File: src/rpm_pkg.sv
// Package: constants and state type for the rear module power controller
package rpm_pkg;
   // ------------------------------------------------------------
   // Timing
   // ------------------------------------------------------------
   localparam int CLK_PERIOD_NS = 10;
   localparam int FAULT_TIME_MS = 300;
   localparam int FAULT_CYCLES = (FAULT_TIME_MS * 1000000) / CLK_PERIOD_NS;
   localparam int STARTUP_TIME_MS = 100;
   localparam int STARTUP_CYCLES = (STARTUP_TIME_MS * 1000000) / CLK_PERIOD_NS;
   localparam int MGMT_SETTLE_US = 10;
   localparam int MGMT_SETTLE_CYCLES = (MGMT_SETTLE_US * 1000) / CLK_PERIOD_NS;
   localparam int CNT_W = 32;
   // ------------------------------------------------------------
   // Current limit codes (watts)
   // ------------------------------------------------------------
   localparam int LIM_W = 8;
   localparam logic [7:0] LIMIT_NORMAL_W = 8'h1F;
   localparam logic [7:0] LIMIT_STARTUP_W = 8'h32;
   // Hot-swap states
   typedef enum logic [2:0] {RPM_M1, RPM_MGMT, RPM_START, RPM_M4, RPM_FAULT} rpm_state_t;
endpackage : rpm_pkg

File: src/rpm_ctrl.sv
// Rear module power, hot-swap and pin isolation controller
// How it works
// - Serial management clock and data are high impedance while no rear module is present.
// - Test mode, test clock and test data outputs are high impedance while no module is present.
// - Zone-3 drive enable is high only in state M4 and low in every other state.
// - Presence is an active-low pulled-up input, low meaning module inserted.
// - Payload power is switched with inrush limiting and a programmable overcurrent threshold.
// - Current limiting active for 300 ms continuously shuts payload power down, leaves management power on and flags a fault.
// - Startup uses a raised 50 W limit, then switches to the configured LIMIT_CFG_W limit.
`timescale 1ns/1ps
`default_nettype none
module rpm_ctrl
   import rpm_pkg::*;
#(
   parameter int FAULT_CNT = FAULT_CYCLES,
   parameter int STARTUP_CNT = STARTUP_CYCLES
) (
   // System
   input wire logic CLK_SYS,
   input wire logic RST,
   // Module sense and power switch
   input wire logic REAR_MODULE_PRESENT_N,
   input wire logic CURRENT_LIMITING,
   input wire logic [7:0] LIMIT_CFG_W,
   input wire logic FAULT_CLEAR,
   output logic REAR_MGMT_POWER_OUT,
   output logic REAR_PAYLOAD_POWER_OUT,
   output logic [7:0] CURRENT_LIMIT_W,
   output logic FAULT,
   // Carrier FPGA
   output logic ZONE3_DRIVE_ENABLE,
   // Management serial
   input wire logic REAR_MGMT_SERIAL_CLOCK_I,
   input wire logic REAR_MGMT_SERIAL_CLOCK_O,
   output logic REAR_MGMT_SERIAL_CLOCK_OUT,
   output logic REAR_MGMT_SERIAL_CLOCK_OE,
   input wire logic REAR_MGMT_SERIAL_DATA_IN,
   input wire logic REAR_MGMT_SERIAL_DATA_O,
   output logic REAR_MGMT_SERIAL_DATA_OUT,
   output logic REAR_MGMT_SERIAL_DATA_OE,
   output logic REAR_MGMT_SERIAL_DATA_RX,
   // Test access
   input wire logic TEST_MODE_SELECT_I,
   input wire logic TEST_CLOCK_I,
   input wire logic TEST_DATA_OUT_I,
   output logic REAR_TEST_MODE_SELECT,
   output logic REAR_TEST_CLOCK,
   output logic REAR_TEST_DATA_OUT,
   output logic REAR_TEST_OE,
   input wire logic REAR_TEST_DATA_IN,
   output logic TEST_DATA_IN_O
);
   // ------------------------------------------------------------
   // Pin synchronisers
   // ------------------------------------------------------------
   logic present_n_s;
   logic limiting_s;
   logic sda_s;
   logic tdo_s;
   rpm_sync u_ps (.clk(CLK_SYS), .rst(RST), .din(REAR_MODULE_PRESENT_N),
      .dout(present_n_s), .rst_val(1'b1));
   // Limiting idles low: a high reset value would look like a limiting burst
   rpm_sync u_lim (.clk(CLK_SYS), .rst(RST), .din(CURRENT_LIMITING),
      .dout(limiting_s), .rst_val(1'b0));
   rpm_sync u_sda (.clk(CLK_SYS), .rst(RST), .din(REAR_MGMT_SERIAL_DATA_IN),
      .dout(sda_s), .rst_val(1'b1));
   rpm_sync u_tdo (.clk(CLK_SYS), .rst(RST), .din(REAR_TEST_DATA_IN),
      .dout(tdo_s), .rst_val(1'b1));
   logic present;
   assign present = ~present_n_s;

   // ------------------------------------------------------------
   // Hot-swap sequencer
   // ------------------------------------------------------------
   rpm_state_t st_q, st_d;
   logic [CNT_W-1:0] tmr_q, tmr_d;
   logic [CNT_W-1:0] lim_q, lim_d;
   logic fault_q, fault_d;
   logic lines_q, lines_d;

   always_comb begin
      st_d = st_q;
      tmr_d = tmr_q;
      fault_d = fault_q;
      lines_d = lines_q;
      // Limit timer only runs while payload is on and limiting persists
      if ((st_q == RPM_START || st_q == RPM_M4) && limiting_s) begin
         lim_d = lim_q + 32'h1;
      end else begin
         lim_d = '0;
      end
      unique case (st_q)
         RPM_M1: begin
            lines_d = 1'b0;
            tmr_d = '0;
            if (present) begin
               st_d = RPM_MGMT;
            end
         end
         RPM_MGMT: begin
            lines_d = 1'b1;
            tmr_d = tmr_q + 32'h1;
            if (!present) begin
               st_d = RPM_M1;
            end else if (tmr_q >= 32'(MGMT_SETTLE_CYCLES - 1)) begin
               st_d = RPM_START;
               tmr_d = '0;
            end
         end
         RPM_START: begin
            tmr_d = tmr_q + 32'h1;
            if (!present) begin
               st_d = RPM_M1;
            end else if (lim_q >= 32'(FAULT_CNT - 1)) begin
               st_d = RPM_FAULT;
               fault_d = 1'b1;
            end else if (tmr_q >= 32'(STARTUP_CNT - 1)) begin
               st_d = RPM_M4;
            end
         end
         RPM_M4: begin
            if (!present) begin
               st_d = RPM_M1;
            end else if (lim_q >= 32'(FAULT_CNT - 1)) begin
               st_d = RPM_FAULT;
               fault_d = 1'b1;
            end
         end
         RPM_FAULT: begin
            // Payload already off; lines stay driven until module leaves
            if (!present) begin
               st_d = RPM_M1;
               fault_d = 1'b0;
            end else if (FAULT_CLEAR) begin
               st_d = RPM_MGMT;
               tmr_d = '0;
               fault_d = 1'b0;
            end
         end
         default: st_d = RPM_M1;
      endcase
   end

   always_ff @(posedge CLK_SYS) begin
      if (RST) begin
         st_q <= RPM_M1;
         tmr_q <= '0;
         lim_q <= '0;
         fault_q <= 1'b0;
         lines_q <= 1'b0;
      end else begin
         st_q <= st_d;
         tmr_q <= tmr_d;
         lim_q <= lim_d;
         fault_q <= fault_d;
         lines_q <= lines_d;
      end
   end

   // ------------------------------------------------------------
   // Outputs
   // ------------------------------------------------------------
   logic [7:0] limit_d, limit_q;
   logic pay_d, pay_q, mgmt_d, mgmt_q, z3_d, z3_q;
   logic scl_d, scl_q, sda_d, sda_q, tms_d, tms_q, tck_d, tck_q, tdi_d, tdi_q;
   logic sda_rx_q, tdo_q;

   always_comb begin
      // Lines tri-state one cycle after the state leaves: power is already off
      pay_d = (st_d == RPM_START || st_d == RPM_M4);
      mgmt_d = (st_d != RPM_M1);
      z3_d = (st_d == RPM_M4);
      limit_d = (st_d == RPM_START) ? LIMIT_STARTUP_W : LIMIT_CFG_W;
      if (st_d == RPM_M1) begin
         limit_d = LIMIT_NORMAL_W;
      end
      scl_d = REAR_MGMT_SERIAL_CLOCK_O;
      sda_d = REAR_MGMT_SERIAL_DATA_O;
      tms_d = TEST_MODE_SELECT_I;
      tck_d = TEST_CLOCK_I;
      tdi_d = TEST_DATA_OUT_I;
   end

   always_ff @(posedge CLK_SYS) begin
      if (RST) begin
         pay_q <= 1'b0;
         mgmt_q <= 1'b0;
         z3_q <= 1'b0;
         limit_q <= LIMIT_NORMAL_W;
         scl_q <= 1'b1;
         sda_q <= 1'b1;
         tms_q <= 1'b1;
         tck_q <= 1'b0;
         tdi_q <= 1'b1;
         sda_rx_q <= 1'b1;
         tdo_q <= 1'b1;
      end else begin
         pay_q <= pay_d;
         mgmt_q <= mgmt_d;
         z3_q <= z3_d;
         limit_q <= limit_d;
         scl_q <= scl_d;
         sda_q <= sda_d;
         tms_q <= tms_d;
         tck_q <= tck_d;
         tdi_q <= tdi_d;
         sda_rx_q <= sda_s;
         tdo_q <= tdo_s;
      end
   end

   assign REAR_PAYLOAD_POWER_OUT = pay_q;
   assign REAR_MGMT_POWER_OUT = mgmt_q;
   assign ZONE3_DRIVE_ENABLE = z3_q;
   assign CURRENT_LIMIT_W = limit_q;
   assign FAULT = fault_q;
   // Open-drain style: clock driven low only, data released when high
   assign REAR_MGMT_SERIAL_CLOCK_OUT = 1'b0;
   assign REAR_MGMT_SERIAL_CLOCK_OE = lines_q & ~scl_q;
   assign REAR_MGMT_SERIAL_DATA_OUT = 1'b0;
   assign REAR_MGMT_SERIAL_DATA_OE = lines_q & ~sda_q;
   assign REAR_MGMT_SERIAL_DATA_RX = sda_rx_q;
   assign REAR_TEST_MODE_SELECT = tms_q;
   assign REAR_TEST_CLOCK = tck_q;
   assign REAR_TEST_DATA_OUT = tdi_q;
   assign REAR_TEST_OE = lines_q;
   assign TEST_DATA_IN_O = tdo_q;

   // ------------------------------------------------------------
   // Checks
   // ------------------------------------------------------------
   a_z3_only_m4: assert property (@(posedge CLK_SYS) disable iff (RST)
      ZONE3_DRIVE_ENABLE == (st_q == RPM_M4)) else $error("drive enable outside M4");
   a_test_tristate: assert property (@(posedge CLK_SYS) disable iff (RST)
      $rose(present_n_s) |-> ##[1:3] !REAR_TEST_OE) else $error("test lines not released");
   a_serial_tristate: assert property (@(posedge CLK_SYS) disable iff (RST)
      (st_q == RPM_M1) |=> !REAR_MGMT_SERIAL_CLOCK_OE && !REAR_MGMT_SERIAL_DATA_OE)
      else $error("serial lines driven while absent");
   a_present_low: assert property (@(posedge CLK_SYS) disable iff (RST)
      (st_q == RPM_M1 && !present_n_s) |=> st_q == RPM_MGMT) else $error("insertion missed");
   a_fault_trip: assert property (@(posedge CLK_SYS) disable iff (RST)
      $rose(FAULT) |-> !REAR_PAYLOAD_POWER_OUT && $past(lim_q) >= 32'(FAULT_CNT - 1))
      else $error("fault without full limit time");
   a_start_limit: assert property (@(posedge CLK_SYS) disable iff (RST)
      (st_q == RPM_START) |-> CURRENT_LIMIT_W == LIMIT_STARTUP_W) else $error("startup limit");
   a_power_order: assert property (@(posedge CLK_SYS) disable iff (RST)
      $fell(lines_q) |-> !REAR_PAYLOAD_POWER_OUT && !ZONE3_DRIVE_ENABLE)
      else $error("lines released before power off");
   a_pay_switch: assert property (@(posedge CLK_SYS) disable iff (RST)
      ZONE3_DRIVE_ENABLE |-> REAR_PAYLOAD_POWER_OUT) else $error("enable without power");
endmodule : rpm_ctrl
`default_nettype wire

File: src/rpm_sync.sv
// Two-flop synchroniser for pin inputs
`timescale 1ns/1ps
`default_nettype none
module rpm_sync (
   // Clock and reset
   input wire logic clk,
   input wire logic rst,
   // Data
   input wire logic din,
   output logic dout,
   input wire logic rst_val
);
   logic s1_q;
   logic s1_d;
   logic s2_d;
   always_comb begin
      s1_d = din;
      s2_d = s1_q;
   end
   always_ff @(posedge clk) begin
      if (rst) begin
         s1_q <= rst_val;
         dout <= rst_val;
      end else begin
         s1_q <= s1_d;
         dout <= s2_d;
      end
   end
endmodule : rpm_sync
`default_nettype wire

File: config.mk
export PLATFORM = sky130hd
export DESIGN_NAME = rpm_ctrl
export DESIGN_NICKNAME = d
export VERILOG_FILES = /design/src/rpm_pkg.sv /design/src/rpm_ctrl.sv /design/src/rpm_sync.sv
export SDC_FILE = /design/constraint.sdc
export NUM_CORES = 1
export LEC_CHECK = 0
export BUFFER_PORTS_ARGS = -buffer_cell sky130_fd_sc_hd__buf_2
export CAP_MARGIN = 10
export CORE_AREA = 2 2 88 90
export DETAILED_ROUTE_END_ITERATION = 12
export DIE_AREA = 0 0 90 92
export GPL_TIMING_DRIVEN = 0
export PLACE_DENSITY_LB_ADDON = 0.05
export SLEW_MARGIN = 40
export SYNTH_ARGS = -nofsm -noshare
export SYNTH_HDL_FRONTEND = slang
export SYNTH_SLANG_ARGS = --single-unit
File: constraint.sdc
create_clock -name CLK_SYS -period 3 [get_ports CLK_SYS]
set_clock_uncertainty 0.15 [all_clocks]
set_input_delay 0.15 -clock CLK_SYS [delete_from_list [all_inputs] [get_ports CLK_SYS]]
set_output_delay 0.15 -clock CLK_SYS [all_outputs]
set_load 0.01 [all_outputs]
# ---- Word-level counts from Yosys, hierarchy flattened
# Cells that the tools add are included.
dict set report classes {
  add_sub_neg 2
  order_cmp 3
  n_eq_ne 11
  mux 23
  n_bitwise 5
  n_reduce_logical 15
}
# cell n
set ops {}
lappend ops {{32-bit two-way mux} 4}
lappend ops {{32-bit one-hot mux with 4 select lines} 1}
lappend ops {{32-bit by 1-bit adder with 32-bit output, second input constant} 2}
lappend ops {{32-bit by 10-bit >= comparator with 1-bit output, second input constant} 1}
lappend ops {{32-bit by 24-bit >= comparator with 1-bit output, second input constant} 1}
lappend ops {{32-bit by 25-bit >= comparator with 1-bit output, second input constant} 1}
lappend ops {{3-bit two-way mux} 10}
lappend ops {{3-bit one-hot mux with 5 select lines} 1}
lappend ops {{3-bit by 2-bit equality test with 1-bit output, second input constant} 4}
lappend ops {{3-bit zero test} 2}
lappend ops {{6-bit two-way mux} 1}
lappend ops {{2-bit != test, second input constant} 3}
lappend ops {{2-bit OR reduction} 3}
lappend ops {{1-bit two-way mux} 4}
lappend ops {{1-bit one-hot mux with 2 select lines} 2}
lappend ops {{4-bit AND reduction} 1}
lappend ops {{2-bit nonzero test} 2}
lappend ops {{4-bit nonzero test} 1}
lappend ops {{3-bit by 1-bit equality test with 1-bit output, second input constant} 1}
lappend ops {{3-bit equality test, second input constant} 1}
lappend ops {{3-bit by 2-bit != test with 1-bit output, second input constant} 1}
lappend ops {{1-bit NOT} 3}
lappend ops {{3-bit AND reduction} 1}
lappend ops {{3-bit nonzero test} 1}
lappend ops {{5 further kinds} 7}
dict set report totals {
  regBits 95
}

# ---- Longest topological paths before layout
# Gate-level depths: netlist of run 1.
dict set report depth {
  ltp_word 7
  depth_mapped 8
  ltp_nobuf 7
}

# ---- Hierarchy
# From an unflattened synthesis of run 1, not the netlist that was laid out.
dict set report hier_totals {
  cells_unflattened 472
  hier_area_um2 4227.8
}
# module n_inst cells_each area_each_um2 seq_area_each_um2
set modules_own_cells {}
lappend modules_own_cells {rpm_ctrl 1 456 3977.6 1741.7}
lappend modules_own_cells {rpm_sync 4 4 62.6 40.0}

# ---- Least setup slack after synthesis of run 1
# No wires, ideal clock.
dict set report synth_path {
  kind {flip-flop to flip-flop}
  from {reg lim_q[12]}
  to {reg limit_q[1], in the netlist CURRENT_LIMIT_W[1]}
  setup_time_ns 0.120
  arrival_time_ns 1.901
  slack_ns 0.829
  stages_incl_launch_ff 7
  n_path_buf 0
  period_less_slack_ns 2.171
  path_cell_list {dfxtp_1 or4_4 a311oi_2 o211ai_2 o221ai_2 a31oi_4 or2_1}
}
dict set report synth_via {
  elab_chain_len 6
  word_cells_on_any_way 9
}
# item line
set synth_lines {}
lappend synth_lines {{start: declaration} rpm_ctrl.sv:77} ;# logic [CNT_W-1:0] lim_q, lim_d;
lappend synth_lines {{start signal: assignment} rpm_ctrl.sv:154} ;# lim_q <= lim_d;
lappend synth_lines {{32-bit by 25-bit >= comparator with 1-bit output *} {rpm_ctrl.sv:114, rpm_ctrl.sv:124}}
lappend synth_lines {{3-bit two-way mux (on tied branches)} {rpm_ctrl.sv:124, rpm_ctrl.sv:114}}
lappend synth_lines {{3-bit two-way mux (on tied branches)} {rpm_ctrl.sv:122, rpm_ctrl.sv:112}}
lappend synth_lines {{3-bit one-hot mux with 5 select lines *} rpm_ctrl.sv:92} ;# unique case (st_q)
lappend synth_lines {{3-bit by 2-bit equality test with 1-bit output or 3-bit zero test (tied branches)} {rpm_ctrl.sv:173, rpm_ctrl.sv:174}}
lappend synth_lines {{3-bit OR reduction (no line) *} --}
lappend synth_lines {{end signal: assignment} rpm_ctrl.sv:201} ;# limit_q <= limit_d;
lappend synth_lines {{end: declaration} rpm_ctrl.sv:163} ;# logic [7:0] limit_d, limit_q;
# Mark *: on every way between the ends. The rest lies on a longest branch, timed or not.
# A chain may end at the register's enable or synchronous reset.

# ---- Final worst setup path of run 1
dict set report layout_path {
  from {reg lim_q[12]}
  to {reg limit_q[4], in the netlist CURRENT_LIMIT_W[4]}
}
# The elaborated chain is that of the path after synthesis.

==> results of run 1 <==
[synthesized netlist by cell type (8+ instances only)]
library cell and instances:
nand4_1 20, clkbuf_1 15, nor3_1 12, a21oi_1 8
nand3_1 28, dfxtp_1 95, nor4_1 9, and3_1 12
nor2b_1 10, inv_1 14, nand2_1 19, xnor2_1 27
xor2_1 31, or2_2 14, nor2_1 75
[cell families (layout without fill, tap and decap cells)]
family,after synthesis,count (layout),share of synthesized area
AO/OA/AOI/OAI,38,38,0.0813
AND/OR/NAND/NOR,231,231,0.291
flip-flops,95,95,0.459
multiplexers,1,1,0.00242
buffers and inverters,34,107,0.0336
XOR/XNOR,58,58,0.123
adder cells (fa/ha/maj),3,3,0.00907
other,1,2,0.000906
[sequential cells by signal, summed over array words and instances (netlist names), 3 cells and up]
signal / cells
lim_q: 32
CURRENT_LIMIT_W: 8
tmr_q: 32
st_q: 3
[power groups by stage]
stage               Clock (mW)  Combinational, mW  Sequential (mW)
global placement             0             0.0507             1.30
finish                   0.920             0.0706             1.28
CTS                      0.956             0.0704             1.28
floorplan                    0             0.0260             1.31
detailed placement           0             0.0520             1.30
global route             0.995             0.0779             1.28
[through the flow]
stage / util / cells / setup WS (ns) / hold WS [ns] / area, sq um
2_1_floorplan: - / 462 / 0.829 / 0.0999 / 4140
3_5_place_dp: 0.600 / 603 / 0.597 / 0.184 / 4470
5_1_grt: 0.653 / 637 / 0.350 / 0.0882 / 4860
4_1_cts: 0.653 / 637 / 0.571 / 0.0713 / 4860
3_3_place_gp: 0.600 / 603 / 0.622 / 0.182 / 4470
6_report: 0.653 / 637 / 0.579 / 0.0973 / 4860
[area by class of cell]
type,instances,share of cell area
repair buffers,57,0.0772
well taps,102,0.0262
flip-flops and latches,95,0.391
plain buffers,20,0.0177
multi-input cells,333,0.432
clock buffers,9,0.0255
inverters,14,0.0108
clock inverters,7,0.0195
[path summary, 6_finish.rpt]
path	endpoint	startpoint	cells past startpoint	slack, ns
worst max-delay path	CURRENT_LIMIT_W[4]	lim_q[12]	6	0.58
worst min-delay path	st_q[2]	RST	3	0.1
worst max register to register	CURRENT_LIMIT_W[4]	lim_q[12]	6	0.58
worst min register to register	u_sda.dout	u_sda.s1_q	1	0.26
[routing by layer]
metal / GRT usage / vias up / part of all wire
met3: 0.0551 / 16 / 0.032
met1: 0.257 / 1563 / 0.45
met4: 0.0782 / 0 / 0.017
li1: - / 1719 / -
met5: 0 / - / 0
met2: 0.377 / 51 / 0.50
[worst max-delay path: stages (launching register included)]
cell and delay, ns:
dfxtp_1 0.35, or4_4 0.57, a311oi_2 0.29, o211ai_2 0.21
o221ai_2 0.29, a31oi_4 0.19, or2_1 0.25
==> flow_summary_export.csv, run 1 <==
group,metric,value,unit
pwr,switchingPower,0.479,mW
critical_path,crit_path_end_kind,"flip-flop",
layout,antenna_cells,0,
drt,totalWireLength,8.28,mm
sta,worst_slew_pin_slew,0.705,ns
logic_synthesis,synth.distinct_cells,53,
sta,final_max_slew_viol_count,0,
clock_network,cts_hold_buf,18,
critical_path,crit_arrival,2.51,ns
logic_synthesis,syn_area,0.00414,sq mm
sta,relSlewSlack,0.526,
critical_path,crit_fanout,9,
floorplan,die_h,92,microns
pwr,internal_power,1.79,mW
clock_network,cts_made_buffers,9,
clock_network,cts_setup_buffers,0,
pwr,p_seq_frac,0.563,
layout,fin_nets,554,
sta,setup_viol,0,
logic_synthesis,async_flop_share,0,
sta,max_freq,413,MHz
logic_synthesis,synth_top_area_cell,"dfxtp_1",
logic_synthesis,synth_top_area_share,0.459,
layout,multi_input_area,0.00210,sq mm
layout,n_fill_cell,648,
clock_network,cts_resized,0,
layout,final_common_cell,"dfxtp_1",
clock_network,cts_tree,"done",
grt,antenna_found_initial,0,
drt,via_count,3349,
clock_network,cts_root_buf,"clkbuf_8",
drt,drtPass1Iterations,4,
pwr,combPwrFrac,0.031,
clock_network,htree_levels,3,
sta,min_period,2.42,ns
layout,layout-drive-gt1-share,0.159,
drt,postRouteAntennaNets,0,
clock_network,cts_sinks,95,
floorplan,die_x,90,microns
worst_hold_path,min_path_type,"in -> reg",
logic_synthesis,ys.flop_type,"dfxtp_1",
sta,totalNegativeSetupSlack,0,ns
logic_synthesis,synth_edf_count,0,
grt,overflow,0,
placement,globalplace.congestion,0.857,
critical_path,crit_path_start_kind,"flip-flop",
floorplan,std_cell_rows,32,
layout,area.sequential,0.00190,sq mm
drt,viasPerCell,5.26,
sta,final-hold-violation-count,0,
placement,portBuffers,39,
floorplan,dieArea,0.00828,sq mm
logic_synthesis,ys_seq_elements,95,
logic_synthesis,avgSynthCellArea,8.98,sq um
pwr,power.density,466,mW/mm^2
drt,drc,0,
logic_synthesis,syn-instance-count,461,
pwr,p_leak,1.79,nW
logic_synthesis,yosys_warnings,0,
floorplan,start_util,0.556,
grt,grt_start_max_net_pins,17,
layout,mostFrequentLayoutCells,"dfxtp_1 (95), nor2_1 (75), buf_2 (42), xor2_1 (31), nand3_1 (28)",
critical_path,required,3.09,ns
grt,grtUsageTotal,0.216,
layout,syn2layout_area_growth,17.5,%
grt,grt_pass1_wl,14.8,mm
placement,place_hpwl,5.76,mm
logic_synthesis,ys_seq_area_frac,0.459,
pwr,finalPower,2.27,mW
clock_network,clk_pin_slew,0.09,ns
sta,rsz0062_at_grt,"false",
pwr,clkPwrFrac,0.406,
critical_path,critical_path_class,"reg -> reg",
pwr,p_sw_frac,0.212,
sta,finalCritPeriodShare,0.807,
clock_network,clockBufferDepth,2,
pwr,vdd_drop_max,0.000322,V
job,maxCapViolations,0,
drt,drt_iter0_drc,75,
floorplan,core-area,0.00745,sq mm
grt,grt_pass1_vias,3313,
floorplan,pin_count,43,
logic_synthesis,ys_top_cells_by_area,"dfxtp_1 (46%), nor2_1 (6.8%), xor2_1 (6.6%), xnor2_1 (5.7%), nand3_1 (3.4%)",
clock_network,clock_latency,0.36,ns
status,status,"completed",
drt,wire_per_inst,13.0,microns
No activity file was read; power rests on OpenSTA's default activity.
==> run 2: changes to the inputs <==
CORE_AREA = 2 2 92 94   (was 2 2 88 90)
DIE_AREA = 0 0 94 96   (was 0 0 90 92)
clock period = 2 ns   (was 3 ns; I/O delays follow)
==> flow_summary_export.csv, run 2 (synthesis gave the netlist of run 1 again) <==
group,metric,value,unit
layout,layout-drive-gt1-share,0.335,
drt,drtPass1Iterations,4,
critical_path,max_stage_delay,0.54,ns
sta,relSlewSlack,0.534,
grt,overflow,0,
critical_path,reg2reg_from,"lim_q[31]",
job,maxCapViolations,0,
floorplan,pin_count,43,
worst_hold_path,holdCritStartpoint,"RST",
layout,syn2layout_area_growth,35.0,%
layout,postLayoutCellArea,0.00559,sq mm
placement,pre_cts_ws,-0.484,ns
drt,postRouteAntennaNets,0,
critical_path,path_cells,"or4_4 > nor4_4 > o211ai_4 > o221ai_4 > a31oi_4 > or2_1",
floorplan,die_x,94,microns
critical_path,crit_path_start_kind,"flip-flop",
pwr,power.density,590,mW/mm^2
critical_path,required,2.12,ns
drt,totalWireLength,9.53,mm
clock_network,htree_levels,3,
status,failed_checks,"negative setup slack",
placement,place_hpwl,5.80,mm
clock_network,clk_pin_slew,0.09,ns
clock_network,cts_sinks,95,
critical_path,critical_path_class,"reg -> reg",
clock_network,cts_tree,"done",
drt,drt_iter0_drc,150,
floorplan,std_cell_rows,33,
clock_network,clockBufferDepth,2,
layout,stdcell_count,663,
clock_network,cts_made_buffers,9,
sta,final_max_slew_viol_count,0,
sta,min_period,2.33,ns
critical_path,crit_arrival,2.45,ns
layout,fin_nets,577,
layout,mostFrequentLayoutCells,"dfxtp_1 (77), nor2_1 (60), buf_2 (42), xor2_1 (31), xnor2_1 (25)",
layout,antenna_cells,0,
critical_path,crit_path_end_kind,"flip-flop",
critical_path,cp.buffers_inverters,0,
layout,final_common_cell,"dfxtp_1",
critical_path,critical-path-slowest-cell,"or4_4",
floorplan,dieArea,0.00902,sq mm
floorplan,start_util,0.514,
worst_hold_path,min_path_type,"in -> reg",
critical_path,crit_start,"lim_q[31]",
sta,totalNegativeSetupSlack,-9.02,ns
grt,grtUsageTotal,0.217,
placement,globalplace.congestion,0.845,
sta,setup_viol,46,
sta,max_freq,429,MHz
sta,worst_slew_pin_slew,0.696,ns
grt,grt_start_max_net_pins,17,
pwr,vdd_drop_max,0.000404,V
placement,dp_cells,606,
grt,antenna_found_initial,0,
pwr,p_leak,2.07,nW
floorplan,core-area,0.00805,sq mm
layout,fin_util,0.694,
drt,wire_per_inst,14.4,microns
status,status,"finished with violations",
critical_path,crit_fanout,5,
drt,via_count,3548,
drt,drc,0,
sta,whs,0.0481,ns
sta,finalCritPeriodShare,1.17,
grt,grt_pass1_wl,15.5,mm
clock_network,cts_root_buf,"clkbuf_8",
drt,viasPerCell,5.35,
grt,grt_pass1_vias,3437,
sta,rsz0062_at_grt,"true",
floorplan,die_h,96,microns
clock_network,clock_latency,0.37,ns
sta,final.setup.worst_slack,-0.333,ns
placement,portBuffers,39,
sta,final-hold-violation-count,0,
layout,n_fill_cell,626,
pwr,finalPower,3.30,mW
placement,placed_cell_area,0.00453,sq mm
critical_path,path_delay_family,"simple AND/OR/NAND/NOR gates",
run 2: changes by cell type in the layout (fill, tap and decap cells not counted), moves of 8 or more:
| cell | change |
|---|---|
| buf_4 | +20 |
| dfxtp_1 | -18 |
| nor2_1 | -15 |
| dfxtp_2 | +13 |
| nor2_2 | +8 |
run 2: routing by layer:
layer	global-route usage	share of wire	up-vias
li1	-	-	1769
met5	0	0	-
met4	0.0942	0.019	0
met1	0.261	0.42	1687
met3	0.0454	0.034	18
met2	0.376	0.52	74
run 2: cell type report:
type / instances / area (sq um) / area share
buffer: 15 / 100 / 0.0179
clock buffer: 10 / 128 / 0.0228
clock inverter: 6 / 68.8 / 0.0123
inverter: 14 / 52.6 / 0.00940
multi-input combinational: 334 / 2550 / 0.456
sequential: 95 / 1940 / 0.347
tap: 105 / 131 / 0.0235
timing repair buffer: 84 / 624 / 0.112
run 2: worst paths after layout:
kind / end / slack, ns / cells after the start
worst max-delay path: CURRENT_LIMIT_W[4] / -0.33 / 6
worst min-delay path: st_q[2] / 0.05 / 3
worst max register to register: CURRENT_LIMIT_W[4] / -0.33 / 6
worst min register to register: TEST_DATA_IN_O / 0.26 / 1
run 2: repair_timing:
action / CTS / global route
hold buffers: 18 / 0
endpoints found under the setup margin: 62 / 60
endpoints found under the hold margin: 18 / 0
cloned: 4 / 0
pin swaps: 16 / 11
gates resized for setup: 54 / 60
setup buffers: 16 / 8
run 2: worst register-to-register path, stage by stage (launching register included):
cell and delay (ns):
dfxtp_2 0.34, or4_4 0.54, nor4_4 0.30, o211ai_4 0.20, o221ai_4 0.28, a31oi_4 0.15
or2_1 0.27
run 2: where the power goes:
group / switching (mW) / total, mW / internal (mW)
sequential: 0.00447 / 1.91 / 1.90
combinational: 0.0518 / 0.125 / 0.0733
clock: 0.682 / 1.27 / 0.585
total: 0.738 / 3.30 / 2.56
